**src/inc/odtr_cfg.svh**
```systemverilog
`ifndef ODTR_CFG_SVH
`define ODTR_CFG_SVH

// Data path and time widths, field length and label limit
`define ODTR_TS_W 64
`define ODTR_OFS_W 8
`define ODTR_FIELD_BYTES 4'h8
`define ODTR_MAX_LABELS 3'h4
// Byte offsets of fields in a plain Y.1731 PDU (after the header start)
`define ODTR_OPC_POS 8'h0F
`define ODTR_TXF_POS 8'h12
`define ODTR_RXF_POS 8'h1A
`define ODTR_TXB_POS 8'h22
`define ODTR_RXB_POS 8'h2A
`define ODTR_ETYPE_HI 8'h0C
`define ODTR_MPLS_HDR 8'h04
// Codes
`define ODTR_ETYPE_OAM 16'h8902
`define ODTR_ETYPE_MPLS 16'h8847
`define ODTR_OPC_DMM 8'h2F
`define ODTR_OPC_DMR 8'h2E
// Time counter
`define ODTR_NS_STEP 64'h0000_0000_0000_000A
`define ODTR_ONE_NS 64'h0000_0000_0000_0001
`define ODTR_SEC_CYCLES 32'h05F5_E0FF
// Distance from the last data byte to the end mark in the delay line
`define ODTR_FCS_AHEAD 6'h04
// Delay line depth in bytes
`define ODTR_DLY 64
`define ODTR_DLY_W 6

`endif

```
**src/inc/odtr_pkg.sv**
```systemverilog
package odtr_pkg;
    typedef logic [63:0] odtr_time_t;
    typedef logic [7:0] odtr_byte_t;
    typedef enum {ODTR_ING, ODTR_EGR} odtr_dir_e;
    typedef enum {ODTR_IDLE, ODTR_HDR, ODTR_BODY, ODTR_FCS} odtr_state_e;
endpackage

```
**src/inc/odtr_if.sv**
```systemverilog
`timescale 1ns/1ns
interface odtr_if;
    logic valid;
    logic ready;
    logic [7:0] data;
    logic sof;
    logic eof;
    modport dev (input valid, input data, input sof, input eof, output ready);
    modport mac (output valid, output data, output sof, output eof, input ready);
endinterface

```
**src/verilog/odtr_dev.sv**
```systemverilog
`timescale 1ns/1ns
`include "odtr_cfg.svh"
// Notes on behaviour
// Ingress DMM/DMR: write receive field, 8 bytes
// Write time at offset, then recompute FCS
// Ingress DMM forward rx = raw minus latency
// Ingress DMR backward rx = raw minus latency
// Egress DMM: write forward transmit field
// Egress DMR: write backward transmit field
// Egress DMM forward tx = raw plus latency
// Egress DMR backward tx = raw plus latency
// Initiator sends DMM with empty transmit time
// Responder swaps MACs, changes opcode only
// Replies may carry peer rx/tx times
// MPLS-TP frames too, up to 4 labels
// Preload becomes time at sync rising edge
// Software plus/minus one nanosecond adjust
// Save strobe captures time for software
// Programmable cycle count for 1 ns correction
// Pulse output may chain to next load/save
// Unmatched frames pass unchanged
// Load/save triggered by dedicated input pin
// Non-local delay frames never rewritten
// Delay line covers analysis latency
module odtr_dev (
    input wire logic clk,
    input wire logic srst,
    odtr_if.dev rx,
    odtr_if.mac tx,
    input wire logic dir_egress,
    input wire logic [47:0] local_mac,
    input wire logic [`ODTR_TS_W-1:0] latency_ofs,
    input wire logic [`ODTR_TS_W-1:0] preload_time,
    input wire logic load_arm,
    input wire logic save_arm,
    input wire logic load_save_pin,
    input wire logic adj_plus,
    input wire logic adj_minus,
    input wire logic [31:0] rate_period,
    input wire logic rate_neg,
    output logic [`ODTR_TS_W-1:0] saved_time,
    output logic [`ODTR_TS_W-1:0] cur_time,
    output logic pps_out
);
    import odtr_pkg::*;

    typedef struct packed {
        logic [1:0] pin_sync;
        logic pin_last;
        odtr_time_t tod;
        odtr_time_t saved;
        logic [31:0] rate_cnt;
        logic [31:0] sec_cnt;
        logic pps;
        logic [7:0] pos;
        logic [15:0] etype;
        logic [2:0] labels;
        logic bos;
        logic [7:0] pdu_base;
        logic [47:0] da;
        logic [47:0] sa;
        logic hit;
        logic [7:0] wr_ofs;
        odtr_time_t stamp;
        odtr_time_t raw;
        logic [31:0] crc;
        logic [7:0] opos;
        logic [1:0] bcnt;
        logic [3:0] fcs_left;
        logic [`ODTR_DLY_W:0] fill;
    } odtr_s;

    odtr_s s_r, s_nxt;
    logic [9:0] line_r [0:`ODTR_DLY-1];
    logic [`ODTR_DLY_W-1:0] wp_r, rp_r;
    logic [9:0] head;
    logic push, pop, out_v;
    logic [7:0] out_byte;
    logic [2:0] k;
    logic [7:0] rel;
    logic [7:0] opc;
    logic local_dst, local_src;

    function automatic logic [31:0] crc8(input logic [31:0] c, input logic [7:0] d);
        logic [31:0] r;
        r = c;
        for (int i = 0; i < 8; i++) begin
            r = (r[0] ^ d[i]) ? ((r >> 1) ^ 32'hEDB8_8320) : (r >> 1);
        end
        return r;
    endfunction

    // Delay line with ready/valid on both sides; a stall holds the words
    assign push = rx.valid && rx.ready;
    assign rx.ready = (s_r.fill < (`ODTR_DLY_W+1)'(`ODTR_DLY)) && !srst;
    assign out_v = (s_r.fill == (`ODTR_DLY_W+1)'(`ODTR_DLY)) || (s_r.fill != '0 && !rx.valid);
    assign pop = out_v && tx.ready;
    assign head = line_r[rp_r];
    assign tx.valid = out_v;
    assign tx.sof = head[8];
    assign tx.eof = head[9];
    assign tx.data = out_byte;

    always_ff @(posedge clk) begin
        if (srst) begin
            wp_r <= '0;
            rp_r <= '0;
        end else begin
            if (push) begin
                line_r[wp_r] <= {rx.eof, rx.sof, rx.data};
                wp_r <= wp_r + 1'b1;
            end
            if (pop) begin
                rp_r <= rp_r + 1'b1;
            end
        end
    end

    always_comb begin
        rel = s_r.opos - s_r.wr_ofs;
        k = rel[2:0];
        out_byte = head[7:0];
        // Time stamp replaces 8 bytes at the offset
        if (s_r.hit && s_r.opos >= s_r.wr_ofs && rel < 8'(`ODTR_FIELD_BYTES)) begin
            out_byte = s_r.stamp[63 - 8*k -: 8];
        end
        // New FCS in the last four bytes
        if (s_r.hit && s_r.fcs_left != 4'h0) begin
            out_byte = ~s_r.crc[8*s_r.bcnt +: 8];
        end
    end

    always_comb begin
        s_nxt = s_r;
        opc = rx.data;
        local_dst = (s_r.da == local_mac);
        local_src = (s_r.sa == local_mac);
        // Time counter with rate correction
        s_nxt.pin_sync = {s_r.pin_sync[0], load_save_pin};
        s_nxt.pin_last = s_r.pin_sync[1];
        s_nxt.tod = s_r.tod + `ODTR_NS_STEP;
        if (rate_period != 32'h0000_0000) begin
            s_nxt.rate_cnt = s_r.rate_cnt + 32'h0000_0001;
            if (s_r.rate_cnt >= rate_period - 32'h0000_0001) begin
                s_nxt.rate_cnt = '0;
                s_nxt.tod = rate_neg ? s_nxt.tod - `ODTR_ONE_NS : s_nxt.tod + `ODTR_ONE_NS;
            end
        end
        if (adj_plus) begin
            s_nxt.tod = s_nxt.tod + `ODTR_ONE_NS;
        end else if (adj_minus) begin
            s_nxt.tod = s_nxt.tod - `ODTR_ONE_NS;
        end
        if (s_r.pin_sync[1] && !s_r.pin_last) begin
            if (load_arm) begin
                s_nxt.tod = preload_time;
            end
            if (save_arm) begin
                s_nxt.saved = s_r.tod;
            end
        end
        // One pulse per second, can feed a neighbour's load/save pin
        s_nxt.sec_cnt = s_r.sec_cnt + 32'h0000_0001;
        s_nxt.pps = 1'b0;
        if (s_r.sec_cnt == `ODTR_SEC_CYCLES) begin
            s_nxt.sec_cnt = '0;
            s_nxt.pps = 1'b1;
        end
        // Analyzer on the input side
        if (push) begin
            if (rx.sof) begin
                s_nxt.pos = 8'h01;
                s_nxt.raw = s_r.tod;
                s_nxt.labels = '0;
                s_nxt.bos = 1'b0;
                s_nxt.pdu_base = `ODTR_ETYPE_HI + 8'h02;
                s_nxt.hit = 1'b0;
                s_nxt.da = {rx.data, 40'h0};
            end else begin
                if (s_r.pos != 8'hFF) begin
                    s_nxt.pos = s_r.pos + 8'h01;
                end
                if (s_r.pos < 8'h06) begin
                    s_nxt.da[47 - 8*s_r.pos[2:0] -: 8] = rx.data;
                end else if (s_r.pos < 8'h0C) begin
                    s_nxt.sa[95 - 8*s_r.pos[3:0] -: 8] = rx.data;
                end
                if (s_r.pos == `ODTR_ETYPE_HI || s_r.pos == `ODTR_ETYPE_HI + 8'h01) begin
                    s_nxt.etype = {s_r.etype[7:0], rx.data};
                end
                // Bottom-of-stack bit of the label just counted
                if (s_r.labels != 3'h0 && s_r.pos == s_r.pdu_base - 8'h02) begin
                    s_nxt.bos = rx.data[0];
                end
                // MPLS labels push the PDU further out
                if (s_r.pos == s_r.pdu_base && s_r.etype == `ODTR_ETYPE_MPLS
                    && !s_r.bos && s_r.labels < `ODTR_MAX_LABELS) begin
                    s_nxt.labels = s_r.labels + 3'h1;
                    s_nxt.pdu_base = s_r.pdu_base + `ODTR_MPLS_HDR;
                end
                if (s_r.pos == s_r.pdu_base + `ODTR_OPC_POS - `ODTR_ETYPE_HI - 8'h02
                    && (s_r.etype == `ODTR_ETYPE_OAM || s_r.labels != 3'h0)) begin
                    if (opc == `ODTR_OPC_DMM || opc == `ODTR_OPC_DMR) begin
                        if (!dir_egress && local_dst) begin
                            s_nxt.hit = 1'b1;
                            s_nxt.stamp = s_r.raw - latency_ofs;
                            s_nxt.wr_ofs = s_r.pdu_base - 8'h0E +
                                ((opc == `ODTR_OPC_DMM) ? `ODTR_RXF_POS : `ODTR_RXB_POS);
                        end else if (dir_egress && local_src) begin
                            s_nxt.hit = 1'b1;
                            s_nxt.stamp = s_r.raw + latency_ofs;
                            s_nxt.wr_ofs = s_r.pdu_base - 8'h0E +
                                ((opc == `ODTR_OPC_DMM) ? `ODTR_TXF_POS : `ODTR_TXB_POS);
                        end
                    end
                end
            end
        end
        // Rewriter on the output side
        if (pop) begin
            s_nxt.opos = head[8] ? 8'h01 : (s_r.opos == 8'hFF ? s_r.opos : s_r.opos + 8'h01);
            if (head[8]) begin
                s_nxt.opos = 8'h01;
                s_nxt.crc = crc8(32'hFFFF_FFFF, out_byte);
                s_nxt.fcs_left = 4'h0;
            end else if (s_r.fcs_left != 4'h0) begin
                s_nxt.fcs_left = s_r.fcs_left - 4'h1;
                s_nxt.bcnt = s_r.bcnt + 2'h1;
                if (s_r.fcs_left == 4'h1) begin
                    s_nxt.hit = 1'b0;
                end
            end else begin
                s_nxt.crc = crc8(s_r.crc, out_byte);
            end
            // FCS is the last four bytes; start regeneration when the last data byte leaves
            if (s_r.hit && line_r[rp_r + `ODTR_FCS_AHEAD][9] && s_r.fcs_left == 4'h0 && !head[8]) begin
                s_nxt.fcs_left = 4'h4;
                s_nxt.bcnt = 2'h0;
                s_nxt.crc = crc8(s_r.crc, out_byte);
            end
        end
        s_nxt.fill = s_r.fill + (push ? 1'b1 : 1'b0) - (pop ? 1'b1 : 1'b0);
    end

    always_ff @(posedge clk) begin
        if (srst) begin
            s_r <= '0;
        end else begin
            s_r <= s_nxt;
        end
    end

    assign saved_time = s_r.saved;
    assign cur_time = s_r.tod;
    assign pps_out = s_r.pps;
endmodule

```
**src/flat_wrapper.sv**
```systemverilog
// flat-port wrapper written by rule: the top's interface ports become plain ports
module odtr_dev_flat import odtr_pkg::*;
  (clk, srst, dir_egress, local_mac, latency_ofs, preload_time, load_arm, save_arm, load_save_pin, adj_plus, adj_minus, rate_period, rate_neg, saved_time, cur_time, pps_out, rx_valid, rx_data, rx_sof, rx_eof, rx_ready, tx_valid, tx_data, tx_sof, tx_eof, tx_ready);
  odtr_if rx_i ();
  odtr_if tx_i ();
  input wire logic clk;
  input wire logic srst;
  input wire logic dir_egress;
  input wire logic [47:0] local_mac;
  input wire logic [`ODTR_TS_W-1:0] latency_ofs;
  input wire logic [`ODTR_TS_W-1:0] preload_time;
  input wire logic load_arm;
  input wire logic save_arm;
  input wire logic load_save_pin;
  input wire logic adj_plus;
  input wire logic adj_minus;
  input wire logic [31:0] rate_period;
  input wire logic rate_neg;
  output logic [`ODTR_TS_W-1:0] saved_time;
  output logic [`ODTR_TS_W-1:0] cur_time;
  output logic pps_out;
  input wire logic [$bits(rx_i.valid)-1:0] rx_valid;
  input wire logic [$bits(rx_i.data)-1:0] rx_data;
  input wire logic [$bits(rx_i.sof)-1:0] rx_sof;
  input wire logic [$bits(rx_i.eof)-1:0] rx_eof;
  output wire logic [$bits(rx_i.ready)-1:0] rx_ready;
  output wire logic [$bits(tx_i.valid)-1:0] tx_valid;
  output wire logic [$bits(tx_i.data)-1:0] tx_data;
  output wire logic [$bits(tx_i.sof)-1:0] tx_sof;
  output wire logic [$bits(tx_i.eof)-1:0] tx_eof;
  input wire logic [$bits(tx_i.ready)-1:0] tx_ready;
  assign rx_i.valid = rx_valid;
  assign rx_i.data = rx_data;
  assign rx_i.sof = rx_sof;
  assign rx_i.eof = rx_eof;
  assign rx_ready = rx_i.ready;
  assign tx_valid = tx_i.valid;
  assign tx_data = tx_i.data;
  assign tx_sof = tx_i.sof;
  assign tx_eof = tx_i.eof;
  assign tx_i.ready = tx_ready;
  odtr_dev u_core (.clk(clk), .srst(srst), .rx(rx_i), .tx(tx_i), .dir_egress(dir_egress), .local_mac(local_mac), .latency_ofs(latency_ofs), .preload_time(preload_time), .load_arm(load_arm), .save_arm(save_arm), .load_save_pin(load_save_pin), .adj_plus(adj_plus), .adj_minus(adj_minus), .rate_period(rate_period), .rate_neg(rate_neg), .saved_time(saved_time), .cur_time(cur_time), .pps_out(pps_out));
endmodule
```
**config.mk**
```make
export PLATFORM = sky130hd
export DESIGN_NAME = odtr_dev_flat
export DESIGN_NICKNAME = d
export VERILOG_FILES = /design/src/inc/odtr_pkg.sv /design/src/inc/odtr_if.sv /design/src/verilog/odtr_dev.sv /design/src/flat_wrapper.sv
export VERILOG_INCLUDE_DIRS = /design/src /design/src/inc
export SDC_FILE = /design/constraint.sdc
export NUM_CORES = 2
export LEC_CHECK = 0
export BUFFER_PORTS_ARGS = -buffer_cell sky130_fd_sc_hd__buf_2
export CAP_MARGIN = 20
export CORE_UTILIZATION = 56
export CTS_CLUSTER_DIAMETER = 50
export CTS_CLUSTER_SIZE = 24
export DETAILED_ROUTE_END_ITERATION = 12
export PLACE_DENSITY = 0.74
export SETUP_SLACK_MARGIN = 0.02
export SLEW_MARGIN = 20
export SYNTH_ARGS = -nofsm -noshare
export SYNTH_HDL_FRONTEND = slang
export SYNTH_SLANG_ARGS = --single-unit
export TNS_END_PERCENT = 10
```
**constraint.sdc**
```tcl
create_clock -name clk -period 9.4 [get_ports clk]
set_input_delay 1.41 -clock clk [delete_from_list [all_inputs] [get_ports clk]]
set_output_delay 1.41 -clock clk [all_outputs]
set_load 0.1 [all_outputs]
```
==> qor.txt <==
Via Count: 56700
Post-cts sizing count: 0
Area Growth Syn to Fin: 8.70%
Post-Syn Instances: 6978
CTS root buffer: clkbuf_16
Period utilisation layout: 85.6%
Clock-pin slew on the worst setup and hold paths: 70 ps
Number of I/O pins: 370
Crit. Startpoint: rate_period[4]
Clock Latency Late Sink: 770 ps
# placed instances: 8539
Count of cell types in the netlist: 110
CP Class: input pin to flop
Initial Utilization: 56.6%
Most frequent cell after synthesis: nand2_1
Largest net degree at the start of global routing: 188
Die footprint: 0.125 sq mm
Hold Path Stages: 2
Dominant synthesized flop cell: edfxtp_1
Final Max Tran Viols: 0
Synth Area per Inst: 9.92 sq um
Drc violations: 0
F_max: 124 MHz
Antenna Nets Post-Route: 0
Critical path required time: 9990 ps
Fin cells: 8745
Placed cell area: 0.0713 sq mm
Minimum clock period: 8050 ps
Num CTS Buffers: 105
End of the worst register-to-register path: u_core.cur_time[61]$_SDFF_PP0_
Nets: 7527
Startpoint types: input pin
Synth area leader: edfxtp_1
MaxCap Viol Count: 0
Crit end category: flop
Initial DRC Count: 6904
GRT Resource Usage Total: 34.5%
Sequential area share after synthesis: 43.3%
Worst Skew: 48.9 ps
RR Startpoint: u_core.cur_time[1]$_SDFF_PP0_
Avg WL per Cell: 25.3 um
Final Instance Area: 0.0752 sq mm
DR vias/cell: 6.48
Post-CTS setup buffers: 0
Hold Slack: 451 ps
Pre-antenna DRT Iters: 7
CTS tree: done
CP Max Fanout: 4
Post-synth EDFFs: 640
Worst Tran Pin Value: 1220 ps
Worst Setup Slack post-DPL: 609 ps
Hold Buf Count CTS: 0
Setup slack, reg-to-reg: 1350 ps
Synth Net Count: 7481
Status: finished clean
Buffers on Ports: 369
Core area: 0.122 sq mm
Hold Crit Class: flop to flop
Dpl hpwl: 156 mm
Reg2reg path depth: 19
RSZ-0062 raised after global routing: no
Synth top cells by count: 713 x nand2_1, 704 x nor2_1, 640 x edfxtp_1
Leakage power: 27.4 nW
Synthesized area: 0.0692 sq mm
YS warnings: 0
Async SR Flop Fraction: 0%
Util after Layout: 61.6%
Initial antenna violation count: 13
Die Wd: 354 um
DIE HEIGHT: 354 um
Fin Setup TNS: 0 ps
Final WS setup: 1350 ps
Final setup fails: 0
Vias in the first global route: 53900
Routability cong.: 0.974
Pwr dens: 184 mW/mm^2
Peak supply drop: 0.000221 V
Max-Slew Margin vs Limit: 18.5%
Area contributors post-synth: edfxtp_1 28%, dfxtp_1 15%, mux4_2 8.3%
Arrival time at the worst endpoint: 8640 ps
#FFs+latches synth: 1175
Total power: 13.9 mW
Final Hold Violating Endpoints: 0
Clock H-tree levels: 3
Area fraction of the dominant cell type after synthesis: 27.8%
Grt ovf: 0
Global-route wire length before repair: 332 mm
Standard-cell rows: 128
Longest Clk Path Bufs: 3
Setup crit end: u_core.cur_time[58]$_SDFF_PP0_
Num Clock Sinks: 1175
DRT Wirelength: 221 mm
Share of cells above drive strength 1: 14.4%
-- report_power, final --
group	switching (mW)	internal, mW
logic	2.05	1.35
clock network	2.34	2.40
registers	0.213	5.51
total	4.61	9.26
-- worst max-delay path, stage by stage --
cell	delay [ps]
buf_2	130
nor3_1	200
nand3_1	130
or2_2	320
nor3b_1	310
nand2b_1	220
or3_1	460
nor3_1	380
nand2_1	110
xor2_1	160
ha_1	290
and4_1	210
a221oi_1	560
nand2_1	230
o21a_4	320
xnor2_1	190
inv_1	100
ha_1	210
and4_1	190
nand3_1	110
or4_1	540
a21oi_1	480
nand3_1	170
nor4_2	430
a22oi_1	240
or3_1	360
nand3_1	80
a21oi_1	80
-- final cells by class --
type                            count  area [sq um]
Fill cell                        9927         47000
Tap cell                         1625          2030
Sequential cell                  1175         29900
Clock buffer                      111          2700
Antenna cell                        6          15.0
Inverter                          251           942
Timing Repair Buffer              451          2530
Clock inverter                     86          1140
Multi-Input combinational cell   5040         35900
-- worst min path at each step --
stage,start,slack [ps],end
floorplan,u_core.s_nxt[517]$_SDFF_PP0_,410,u_core.s_nxt[515]$_SDFF_PP0_
global placement,u_core.s_r[175]$_SDFFE_PP0P_,430,u_core.s_r[175]$_SDFFE_PP0P_
detailed placement,u_core.s_nxt[517]$_SDFF_PP0_,440,u_core.s_nxt[515]$_SDFF_PP0_
CTS,u_core.s_r[126]$_SDFFE_PP0P_,450,u_core.s_r[126]$_SDFFE_PP0P_
global route,u_core.s_nxt[517]$_SDFF_PP0_,460,u_core.s_nxt[515]$_SDFF_PP0_
finish,u_core.saved_time[2]$_SDFFE_PP0P_,450,u_core.saved_time[2]$_SDFFE_PP0P_
-- state kept, by name, indices dropped and copies added (netlist names), named ones only --
name               flops
u_core.line_r        640
u_core.s_r           386
u_core.cur_time       64
u_core.saved_time     64
u_core.rp_r            6
u_core.wp_r            6
u_core.s_nxt           2
u_core.pps_out         1
-- metal layers --
layer	track usage [%]	part of all wire, %
met1	46.3	40
met2	55.2	46
met3	6.43	8.9
met4	14.0	4.3
met5	0	0.043
-- placed cells by master, fill, tap and decap left out, drive strengths merged, types with 54 or more instances in the layout --
cell	netlist	layout
nor3	155	155
mux4	254	254
mux2i	94	94
ha	269	269
nor2	704	704
inv	249	289
buf	206	451
edfxtp	640	640
o21ai	259	259
nand2b	57	57
a22oi	61	61
a31oi	54	54
nand3	179	179
or3	56	56
xnor2	306	306
nand4	125	125
nor4	72	72
nand2	713	713
a211oi	120	120
xor2	199	199
dfxtp	535	535
clkbuf	305	111
a21oi	561	561
a21o	82	82
and3	56	56
-- cell families after synthesis --
family | Yosys count | synth area share, %
AND/OR/NAND/NOR | 2341 | 15.9
AO/OA/AOI/OAI | 1561 | 14.5
flip-flops | 1175 | 43.3
buffers and inverters | 763 | 5.04
XOR/XNOR | 508 | 6.50
multiplexers | 356 | 9.76
adder cells (fa/ha/maj) | 274 | 5.01
(Power assumes the default switching activity.)
